<file path="src/inc/uart_irq_pkg.sv">
// Package for the UART channel interrupt prioritisation block
package uart_irq_pkg;
   // Register byte offsets on the APB bus
   localparam logic [7:0] OFS_IRQ_ENABLE = 8'h00;
   localparam logic [7:0] OFS_IRQ_SOURCE = 8'h04;
   localparam logic [7:0] OFS_FIFO_CTRL = 8'h08;
   localparam logic [7:0] OFS_LINE_STATUS = 8'h0c;
   localparam logic [7:0] OFS_MODEM_STATUS = 8'h10;
   localparam logic [7:0] OFS_FEATURE_CTRL = 8'h14;
   localparam logic [7:0] OFS_EXT_MODEM_STATUS = 8'h18;
   localparam logic [7:0] OFS_RX_HOLDING = 8'h1c;
   localparam logic [7:0] OFS_TX_HOLDING = 8'h20;
   // Field positions
   localparam int IE_RX_DATA = 0;
   localparam int IE_TX_READY = 1;
   localparam int IE_LINE = 2;
   localparam int IE_MODEM = 3;
   localparam int IE_XOFF = 5;
   localparam int IE_RTS = 6;
   localparam int IE_CTS = 7;
   localparam int FC_ENHANCED = 4;
   localparam int EMS_IMMEDIATE_ERR = 6;
   // Reset values
   localparam logic [7:0] IRQ_ENABLE_RST = 8'h00;
   localparam logic [7:0] FIFO_CTRL_RST = 8'h00;
   localparam logic [7:0] FEATURE_CTRL_RST = 8'h00;
   localparam logic [7:0] EXT_MODEM_RST = 8'h00;
   // Source codes, bits 5..0
   localparam logic [5:0] SRC_LINE = 6'h06;
   localparam logic [5:0] SRC_TIMEOUT = 6'h0c;
   localparam logic [5:0] SRC_RX_READY = 6'h04;
   localparam logic [5:0] SRC_TX_READY = 6'h02;
   localparam logic [5:0] SRC_MODEM = 6'h00;
   localparam logic [5:0] SRC_XOFF = 6'h10;
   localparam logic [5:0] SRC_FLOW = 6'h20;
   localparam logic [5:0] SRC_NONE = 6'h01;

   // Events from the receive and transmit datapaths
   typedef struct packed {
      logic rx_char_in;
      logic rx_at_trigger;
      logic rx_not_empty;
      logic rx_timeout;
      logic rx_overrun;
      logic [2:0] head_err;
      logic head_pop;
      logic any_err;
      logic thr_empty;
      logic tx_below_trigger;
      logic tx_all_empty;
      logic half_duplex;
      logic xoff_match;
      logic xon_match;
      logic special_match;
      logic [3:0] modem_delta;
   } dp_events_t;
endpackage

</file>
<file path="src/uart_irq_logic.sv">
// Interrupt enable, priority, source and status logic of one UART channel
//
// Decided for this implementation: the APB register port and the placing of the registers.
`timescale 1ns/1ps
//
// Contract
// - Rx ready irq: holding full, or FIFO at trigger; clears below it
// - Data ready flag sets on char into FIFO, clears when empty
// - FIFOs on with enables 0-3 off gives polled mode via line status
// - Line status bits report overrun, head errors, tx empties, any error
// - Tx ready irq on holding empty or below trigger; fires on enabling
// - Line irq from status 1-4; overrun at once, errors at read-out
// - Extended modem status bit 6 makes error interrupts immediate
// - Modem irq raised by any modem status delta bit 0-3
// - Enable bits 4-7 writable only with feature bit 4; reset zero
// - Source bit 4 flags Xoff or special match when enable 5 set
// - Enable 6 raises irq on rising request-to-send in auto mode
// - Enable 7 raises irq on rising clear-to-send in auto mode
// - Source read returns only the highest pending level
// - Rx timeout irq from timer with data pending; rx read clears
// - Tx ready from trigger or empty; fully empty in half duplex
// - Tx ready clears on source read or holding write
// - Line read clears line irq; modem read clears modem and pin irqs
// - Xoff clears on source read or Xon; special on read or next char
// - Priority codes levels 1 to 7, none reads 000001
// - Source bit 0 low while pending, high when idle
// - Source bit 5 flags pin change, active with enable 6 or 7
// - Source bits 7:6 read 11 with FIFOs on, 00 otherwise
// - FIFO control loads the written value only with bit 0 set; with bit 0 clear it resets and FIFOs turn off
module uart_irq_logic
   import uart_irq_pkg::*;
(
   input wire logic pclk,
   input wire logic presetn,
   input wire logic clk_en,
   input wire logic psel,
   input wire logic penable,
   input wire logic pwrite,
   input wire logic [7:0] paddr,
   input wire logic [31:0] pwdata,
   output logic [31:0] prdata,
   output logic pready,
   output logic pslverr,
   input wire dp_events_t dp_ev,
   input wire logic rts_pin,
   input wire logic cts_pin,
   input wire logic auto_rts_en,
   input wire logic auto_cts_en,
   output logic irq_q,
   output logic fifo_en_q,
   output logic [7:0] fifo_ctrl_q,
   output logic rx_read_q,
   output logic tx_write_q,
   output logic [7:0] tx_data_q
);
   logic [7:0] irq_enable_q;
   logic [7:0] feature_ctrl_q;
   logic [7:0] ext_modem_q;
   logic data_ready_q, overrun_q, any_err_q;
   logic [2:0] head_err_q;
   logic line_pend_q, tx_pend_q, modem_pend_q, xoff_pend_q, spec_pend_q, flow_pend_q;
   logic [3:0] modem_delta_q;
   logic [1:0] cts_sync_q, rts_sync_q;
   logic cts_prev_q, rts_prev_q;
   logic thr_prev_q;
   logic [5:0] src_code;
   logic acc, wr, rd;
   logic rd_source, rd_line, rd_modem, rd_rx, wr_tx, wr_ier;
   logic tx_cond, rx_ready_pend, timeout_pend, err_now;
   logic cts_rise, rts_rise;

   function automatic logic hit(input logic [7:0] a, input logic [7:0] ofs);
      return a == ofs;
   endfunction

   // ==========================================================
   // Bus decode
   // Zero wait states once out of reset, from a flop
   always_ff @(posedge pclk or negedge presetn) begin
      if (!presetn) begin
         pready <= 1'b0;
      end else if (clk_en) begin
         pready <= 1'b1;
      end
   end
   assign acc = psel && penable && clk_en;
   assign wr = acc && pwrite;
   assign rd = acc && !pwrite;
   assign rd_source = rd && hit(paddr, OFS_IRQ_SOURCE);
   assign rd_line = rd && hit(paddr, OFS_LINE_STATUS);
   assign rd_modem = rd && hit(paddr, OFS_MODEM_STATUS);
   assign rd_rx = rd && hit(paddr, OFS_RX_HOLDING);
   assign wr_tx = wr && hit(paddr, OFS_TX_HOLDING);
   assign wr_ier = wr && hit(paddr, OFS_IRQ_ENABLE);

   always_ff @(posedge pclk or negedge presetn) begin
      if (!presetn) begin
         pslverr <= 1'b0;
      end else if (clk_en) begin
         pslverr <= psel && !penable && !(hit(paddr, OFS_IRQ_ENABLE) ||
            hit(paddr, OFS_IRQ_SOURCE) || hit(paddr, OFS_FIFO_CTRL) ||
            hit(paddr, OFS_LINE_STATUS) || hit(paddr, OFS_MODEM_STATUS) ||
            hit(paddr, OFS_FEATURE_CTRL) || hit(paddr, OFS_EXT_MODEM_STATUS) ||
            hit(paddr, OFS_RX_HOLDING) || hit(paddr, OFS_TX_HOLDING));
      end
   end

   // ==========================================================
   // Control registers
   always_ff @(posedge pclk or negedge presetn) begin
      if (!presetn) begin
         irq_enable_q <= IRQ_ENABLE_RST;
      end else if (clk_en && wr_ier) begin
         irq_enable_q[3:0] <= pwdata[3:0];
         if (feature_ctrl_q[FC_ENHANCED])
            irq_enable_q[7:4] <= pwdata[7:4];
      end
   end

   always_ff @(posedge pclk or negedge presetn) begin
      if (!presetn) begin
         fifo_ctrl_q <= FIFO_CTRL_RST;
         fifo_en_q <= 1'b0;
      end else if (clk_en && wr && hit(paddr, OFS_FIFO_CTRL)) begin
         fifo_en_q <= pwdata[0];
         if (pwdata[0])
            fifo_ctrl_q <= pwdata[7:0];
         else
            fifo_ctrl_q <= FIFO_CTRL_RST;
      end
   end

   always_ff @(posedge pclk or negedge presetn) begin
      if (!presetn) begin
         feature_ctrl_q <= FEATURE_CTRL_RST;
         ext_modem_q <= EXT_MODEM_RST;
      end else if (clk_en) begin
         if (wr && hit(paddr, OFS_FEATURE_CTRL))
            feature_ctrl_q <= pwdata[7:0];
         if (wr && hit(paddr, OFS_EXT_MODEM_STATUS))
            ext_modem_q <= pwdata[7:0];
      end
   end

   always_ff @(posedge pclk or negedge presetn) begin
      if (!presetn) begin
         rx_read_q <= 1'b0;
         tx_write_q <= 1'b0;
         tx_data_q <= 8'h00;
      end else if (clk_en) begin
         rx_read_q <= rd_rx;
         tx_write_q <= wr_tx;
         if (wr_tx)
            tx_data_q <= pwdata[7:0];
      end
   end

   // ==========================================================
   // Line status
   always_ff @(posedge pclk or negedge presetn) begin
      if (!presetn) begin
         data_ready_q <= 1'b0;
         overrun_q <= 1'b0;
         head_err_q <= 3'h0;
         any_err_q <= 1'b0;
      end else if (clk_en) begin
         // set on arrival wins over empty
         if (dp_ev.rx_char_in)
            data_ready_q <= 1'b1;
         else if (!dp_ev.rx_not_empty)
            data_ready_q <= 1'b0;
         // sticky error bits, set wins over read clear
         if (dp_ev.rx_overrun)
            overrun_q <= 1'b1;
         else if (rd_line)
            overrun_q <= 1'b0;
         if (|dp_ev.head_err)
            head_err_q <= head_err_q | dp_ev.head_err;
         else if (rd_line)
            head_err_q <= 3'h0;
         if (dp_ev.any_err)
            any_err_q <= 1'b1;
         else if (rd_line)
            any_err_q <= 1'b0;
      end
   end

   // ==========================================================
   // Pin synchronisers and edge detect
   always_ff @(posedge pclk or negedge presetn) begin
      if (!presetn) begin
         cts_sync_q <= 2'b00;
         rts_sync_q <= 2'b00;
         cts_prev_q <= 1'b0;
         rts_prev_q <= 1'b0;
      end else if (clk_en) begin
         cts_sync_q <= {cts_sync_q[0], cts_pin};
         rts_sync_q <= {rts_sync_q[0], rts_pin};
         cts_prev_q <= cts_sync_q[1];
         rts_prev_q <= rts_sync_q[1];
      end
   end
   assign cts_rise = cts_sync_q[1] && !cts_prev_q;
   assign rts_rise = rts_sync_q[1] && !rts_prev_q;

   // ==========================================================
   // Pending sources
   // immediate error reporting select
   assign err_now = ext_modem_q[EMS_IMMEDIATE_ERR] ? (|dp_ev.head_err)
                                                  : (dp_ev.head_pop && |dp_ev.head_err);
   assign tx_cond = dp_ev.half_duplex ? dp_ev.tx_all_empty :
                    fifo_en_q ? dp_ev.tx_below_trigger : dp_ev.thr_empty;
   assign rx_ready_pend = irq_enable_q[IE_RX_DATA] &&
      (fifo_en_q ? dp_ev.rx_at_trigger : dp_ev.rx_not_empty);
   // timer from datapath, cleared on rx read
   logic timeout_q;
   always_ff @(posedge pclk or negedge presetn) begin
      if (!presetn)
         timeout_q <= 1'b0;
      else if (clk_en) begin
         if (dp_ev.rx_timeout && dp_ev.rx_not_empty)
            timeout_q <= 1'b1;
         else if (rd_rx)
            timeout_q <= 1'b0;
      end
   end
   assign timeout_pend = irq_enable_q[IE_RX_DATA] && timeout_q;

   always_ff @(posedge pclk or negedge presetn) begin
      if (!presetn) begin
         line_pend_q <= 1'b0;
         tx_pend_q <= 1'b0;
         thr_prev_q <= 1'b0;
      end else if (clk_en) begin
         // overrun at once, errors per mode
         if (irq_enable_q[IE_LINE] && (dp_ev.rx_overrun || err_now))
            line_pend_q <= 1'b1;
         else if (rd_line || !irq_enable_q[IE_LINE])
            line_pend_q <= 1'b0;
         thr_prev_q <= tx_cond;
         if (irq_enable_q[IE_TX_READY] && tx_cond && !thr_prev_q)
            tx_pend_q <= 1'b1;
         else if (wr_ier && pwdata[IE_TX_READY] && !irq_enable_q[IE_TX_READY] && tx_cond)
            tx_pend_q <= 1'b1;
         else if (wr_tx || (rd_source && src_code == SRC_TX_READY) ||
                  !irq_enable_q[IE_TX_READY])
            tx_pend_q <= 1'b0;
      end
   end

   always_ff @(posedge pclk or negedge presetn) begin
      if (!presetn) begin
         modem_delta_q <= 4'h0;
         modem_pend_q <= 1'b0;
         flow_pend_q <= 1'b0;
      end else if (clk_en) begin
         // modem read clears modem and pin changes
         if (|dp_ev.modem_delta)
            modem_delta_q <= modem_delta_q | dp_ev.modem_delta;
         else if (rd_modem)
            modem_delta_q <= 4'h0;
         if (irq_enable_q[IE_MODEM] && |dp_ev.modem_delta)
            modem_pend_q <= 1'b1;
         else if (rd_modem)
            modem_pend_q <= 1'b0;
         if ((irq_enable_q[IE_RTS] && auto_rts_en && rts_rise) ||
             (irq_enable_q[IE_CTS] && auto_cts_en && cts_rise))
            flow_pend_q <= 1'b1;
         else if (rd_modem)
            flow_pend_q <= 1'b0;
      end
   end

   always_ff @(posedge pclk or negedge presetn) begin
      if (!presetn) begin
         xoff_pend_q <= 1'b0;
         spec_pend_q <= 1'b0;
      end else if (clk_en) begin
         // xon or source read clears xoff
         if (irq_enable_q[IE_XOFF] && dp_ev.xoff_match)
            xoff_pend_q <= 1'b1;
         else if (dp_ev.xon_match || (rd_source && src_code == SRC_XOFF))
            xoff_pend_q <= 1'b0;
         if (irq_enable_q[IE_XOFF] && dp_ev.special_match)
            spec_pend_q <= 1'b1;
         else if (dp_ev.rx_char_in || (rd_source && src_code == SRC_XOFF))
            spec_pend_q <= 1'b0;
      end
   end

   // ==========================================================
   // Priority encode
   // highest pending wins
   always_comb begin
      if (line_pend_q)
         src_code = SRC_LINE;
      else if (timeout_pend)
         src_code = SRC_TIMEOUT;
      else if (rx_ready_pend)
         src_code = SRC_RX_READY;
      else if (tx_pend_q)
         src_code = SRC_TX_READY;
      else if (modem_pend_q)
         src_code = SRC_MODEM;
      else if (xoff_pend_q || spec_pend_q)
         src_code = SRC_XOFF;
      else if (flow_pend_q && (irq_enable_q[IE_RTS] || irq_enable_q[IE_CTS]))
         src_code = SRC_FLOW;
      else
         src_code = SRC_NONE;
   end

   always_ff @(posedge pclk or negedge presetn) begin
      if (!presetn)
         irq_q <= 1'b0;
      else if (clk_en)
         irq_q <= (src_code != SRC_NONE);
   end

   // ==========================================================
   // Read data
   always_ff @(posedge pclk or negedge presetn) begin
      if (!presetn)
         prdata <= 32'h0;
      else if (clk_en && psel && !penable && !pwrite) begin
         prdata <= 32'h0;
         case (paddr)
            OFS_IRQ_ENABLE: prdata[7:0] <= irq_enable_q;
            OFS_IRQ_SOURCE: prdata[7:0] <= {{2{fifo_en_q}}, src_code};
            OFS_LINE_STATUS: prdata[7:0] <= {any_err_q, dp_ev.tx_all_empty,
               dp_ev.thr_empty, head_err_q, overrun_q, data_ready_q};
            OFS_MODEM_STATUS: prdata[7:0] <= {4'h0, modem_delta_q};
            OFS_FEATURE_CTRL: prdata[7:0] <= feature_ctrl_q;
            OFS_EXT_MODEM_STATUS: prdata[7:0] <= ext_modem_q;
            default: prdata <= 32'h0;
         endcase
      end
   end

   // ==========================================================
   // Checks
   a_idle_code: assert property (@(posedge pclk) disable iff (!presetn)
      (!line_pend_q && !timeout_pend && !rx_ready_pend && !tx_pend_q && !modem_pend_q
       && !xoff_pend_q && !spec_pend_q && !flow_pend_q) |-> src_code == SRC_NONE)
      else $error("source not idle");
   a_line_first: assert property (@(posedge pclk) disable iff (!presetn)
      line_pend_q |-> src_code == SRC_LINE) else $error("line not highest");
   a_irq_follows: assert property (@(posedge pclk) disable iff (!presetn)
      clk_en && src_code != SRC_NONE |=> irq_q) else $error("irq missing");
   a_upper_locked: assert property (@(posedge pclk) disable iff (!presetn)
      clk_en && wr_ier && !feature_ctrl_q[FC_ENHANCED] |=> $stable(irq_enable_q[7:4]))
      else $error("upper enables changed");
   a_tx_clear: assert property (@(posedge pclk) disable iff (!presetn)
      clk_en && wr_tx && !(tx_cond && !thr_prev_q) |=> !tx_pend_q)
      else $error("tx pending not cleared");
   a_fifo_gate: assert property (@(posedge pclk) disable iff (!presetn)
      clk_en && wr && hit(paddr, OFS_FIFO_CTRL) && !pwdata[0] |=> !fifo_en_q)
      else $error("fifo enabled without bit 0");
   a_modem_clear: assert property (@(posedge pclk) disable iff (!presetn)
      clk_en && rd_modem && !(|dp_ev.modem_delta) |=> !modem_pend_q)
      else $error("modem pending kept");
   a_data_ready: assert property (@(posedge pclk) disable iff (!presetn)
      clk_en && dp_ev.rx_char_in |=> data_ready_q) else $error("data ready missed");
   c_line: cover property (@(posedge pclk) rd_source && src_code == SRC_LINE);
   c_tx: cover property (@(posedge pclk) rd_source && src_code == SRC_TX_READY);
   c_flow: cover property (@(posedge pclk) src_code == SRC_FLOW);
endmodule

</file>
<file path="config.mk">
export PLATFORM = sky130hd
export DESIGN_NAME = uart_irq_logic
export DESIGN_NICKNAME = d
export VERILOG_FILES = /design/src/inc/uart_irq_pkg.sv /design/src/uart_irq_logic.sv
export SDC_FILE = /design/constraint.sdc
export NUM_CORES = 1
export LEC_CHECK = 0
export ABC_CLOCK_PERIOD_IN_PS = 2200
export BUFFER_PORTS_ARGS = -buffer_cell sky130_fd_sc_hd__buf_4
export CAP_MARGIN = 0
export CORE_MARGIN = 2
export CORE_UTILIZATION = 50
export CTS_CLUSTER_DIAMETER = 200
export DETAILED_ROUTE_END_ITERATION = 8
export PLACE_DENSITY = 0.78
export REMOVE_ABC_BUFFERS = 1
export SLEW_MARGIN = 10
export SYNTH_ARGS = -nofsm -noshare
export SYNTH_HDL_FRONTEND = slang
export SYNTH_SLANG_ARGS = --single-unit
</file>
<file path="constraint.sdc">
create_clock -name pclk -period 2.2 [get_ports pclk]
set_input_delay 0.33 -clock pclk [delete_from_list [all_inputs] [get_ports pclk]]
set_output_delay 0.33 -clock pclk [all_outputs]
set_load 0.03 [all_outputs]
</file>
==> results.txt <==
RSZ-0062 raised after global routing = no
Total Wirelength = 10150 µm
leakage = 2.264 nW
Avg Cell Area, Syn = 11.16 µm²
post_cts resized = 0
CP Max Fanout = 4
Slew @ Worst Pin = 0.7640 ns
Crit path arrival time = 2.25 ns
Placer Congestion = 0.9550
row cnt = 32
EDFF count, synth = 0
max_cap viols = 0
largest net degree at the start of global routing = 78
Setup TNS = 0 ns
Post-CTS Setup Repair Bufs = 0
drt drc = 0
Yosys cell types = 66
Die W = 93.26 µm
fin area = 0.004825 mm²
Routed Antenna Nets = 0
Synth area leader = dfrtp_1
sequential fraction of the synthesis area = 0.4837
DR WL/cell = 18.51 µm
Synth Cell Area = 0.003984 mm²
minimum clock period = 2.005 ns
FMAX = 498.8 MHz
startpoint types = flop
WS Path Type = flop to flop
total CTS buffers = 9
CTS tree = yes
final setup fails = 0
Worst-Skew Late Latency = 0.36 ns
post-place setup slack = 0.2613 ns
FF+latch count, synth = 77
number of hold buffers added after cts = 0
hold_ws = -0.01023 ns
Final nets = 512
global-route wire length before repair = 15970 µm
critical-path cell list = o21ai_0, o21ai_0, or4b_1, a41o_1
Hold Fails Final Rpt = 23
final number of max-transition violations = 0
reg2reg setup slack = 0.20 ns
Root Driver = clkbuf_8
asr flop ratio synth = 1.000
status = finished, violations left
Synth Instances = 357
post-DP HPWL = 7546 µm
clock sinks = 77
Die Span Y = 93.26 µm
Area Growth Syn to Fin = 21.11%
DR vias/cell = 5.812
initial antenna violation count = 0
First-pass DRT Iterations = 5
Starting Density = 0.5155
Iter 0 DRT Violations = 197
top_reg_cell synth = dfrtp_1
Slowest cell on crit path = or4b_1
failing checks = negative hold slack
Max Root-Sink Buffers = 2
I/O pin cnt = 125
Pwr Density = 603.3 mW/mm²
share of cells above drive strength 1 = 0.3565
antenna cells = 0
Worst path max stage delay = 0.52 ns
GR Util All Layers = 0.2412
area share of the largest cell type after synthesis = 0.4837
H-tree depth = 3
Critical Path Sink Type = flop
Commonest cells post-synth = dfrtp_1, mux2_2, buf_4, nand2_1, nor2_1
cell with the most instances after synthesis = dfrtp_1
slew margin rel. = 0.4842
die area = 0.008697 mm²
Synth warnings = 0
final worst slack = 0.1952 ns
Hold Path Class = input port to asynchronous set/reset pin
Core ar. = 0.007727 mm²
Synth area leaders = dfrtp_1, mux2_2, buf_4
peak supply drop = 0.4233 mV
final worst-path cycle share = 0.9113
DP Area = 0.004633 mm²
Port Buf Inserts = 76
CP required = 2.45 ns
Fill cells = 651
vias in the first global route = 3064
DR vias = 3185
GRT overflow = 0
clock transition at the registers of the reported paths = 0.09 ns
Clock Skew = 0.008793 ns
most used cell, CP = o21ai_0
critical path: cells and delay by family, from the launching register on:
| family | cells | cell delay [ns] |
|---|---|---|
| AOI/OAI and AO/OA | 3 | 0.94 |
| DFF | 1 | 0.42 |
| and+or+nand+nor | 1 | 0.52 |
cell families (layout without fill, tap and decap cells):
kind of cell | after synthesis | after routing | share of synthesized area
and+or+nand+nor | 104 | 104 | 0.1665
AOI/OAI and AO/OA | 79 | 79 | 0.1464
DFF | 77 | 77 | 0.4837
buffers and inverters | 49 | 115 | 0.07286
muxes | 45 | 45 | 0.1253
xor gates and xnor gates | 2 | 2 | 0.004398
other | 1 | 24 | 0.0009413
cell usage in the layout, fill, tap and decap left out, drive strengths merged, types with 10 or more instances in the layout:
master / instances
mux2: 39
a22o: 10
nor2: 19
a21oi: 13
dfrtp: 77
nand2: 23
conb: 24
buf: 91
o21ai: 17
inv: 13
through the flow:
step	hold slack (ns)	cells	util	power, W
2_1_floorplan	0.03441	339	-	0.001688
4_1_cts	0.0008677	548	0.6244	0.002947
6_report	-0.01023	548	0.6244	0.002911
3_5_place_dp	0.3858	532	0.5996	0.001899
5_1_grt	0.004012	548	0.6244	0.003033
3_3_place_gp	0.3783	532	0.5996	0.001889
where the power goes:
| part | internal, W | leakage (nW) | switching, W |
|---|---|---|---|
| Combinational | 0.000147 | 1.18 | 0.000243 |
| Sequential | 0.00146 | 0.983 | 0.0000270 |
| Clock | 0.000441 | 0.0997 | 0.000598 |
registers in the layout, summed over array words and instances, names as in the netlist, 2 cells and up:
register        count
ext_modem_q         8
feature_ctrl_q      8
fifo_ctrl_q         8
irq_enable_q        8
prdata              8
tx_data_q           8
modem_delta_q       4
head_err_q          3
cts_sync_q          2
rts_sync_q          2
routing by layer:
metal  track usage  vias up  part of all wire
met1        0.3201     1571              0.44
met3       0.05318       14             0.061
met5             0        -                 0
li1              -     1456                 -
met2        0.3981      144              0.49
met4       0.06985        0             0.012
path summary, 6_finish.rpt:
check	startpoint	to	cells after the start
worst max register to register	irq_enable_q[6]	tx_pend_q	4
worst min-delay path	presetn	xoff_pend_q	2
worst min register to register	pready	pready	1
worst max-delay path	irq_enable_q[6]	tx_pend_q	4
max in group asynchronous	presetn	fifo_ctrl_q[2]	2
min in group pclk	dp_ev[5]	xoff_pend_q	2
area by class of cell:
type                       instances  area (µm²)  area share
timing repair buffer              91       695.7      0.1442
clock buffer                       9       123.9     0.02567
clock inverter                     7       67.56     0.01400
sequential                        77        1927      0.3994
multi-input combinational        254        1853      0.3841
inverter                           8       30.03    0.006224
tap                              102       127.6     0.02645
Note: power is estimated with default switching activity, not from simulation.
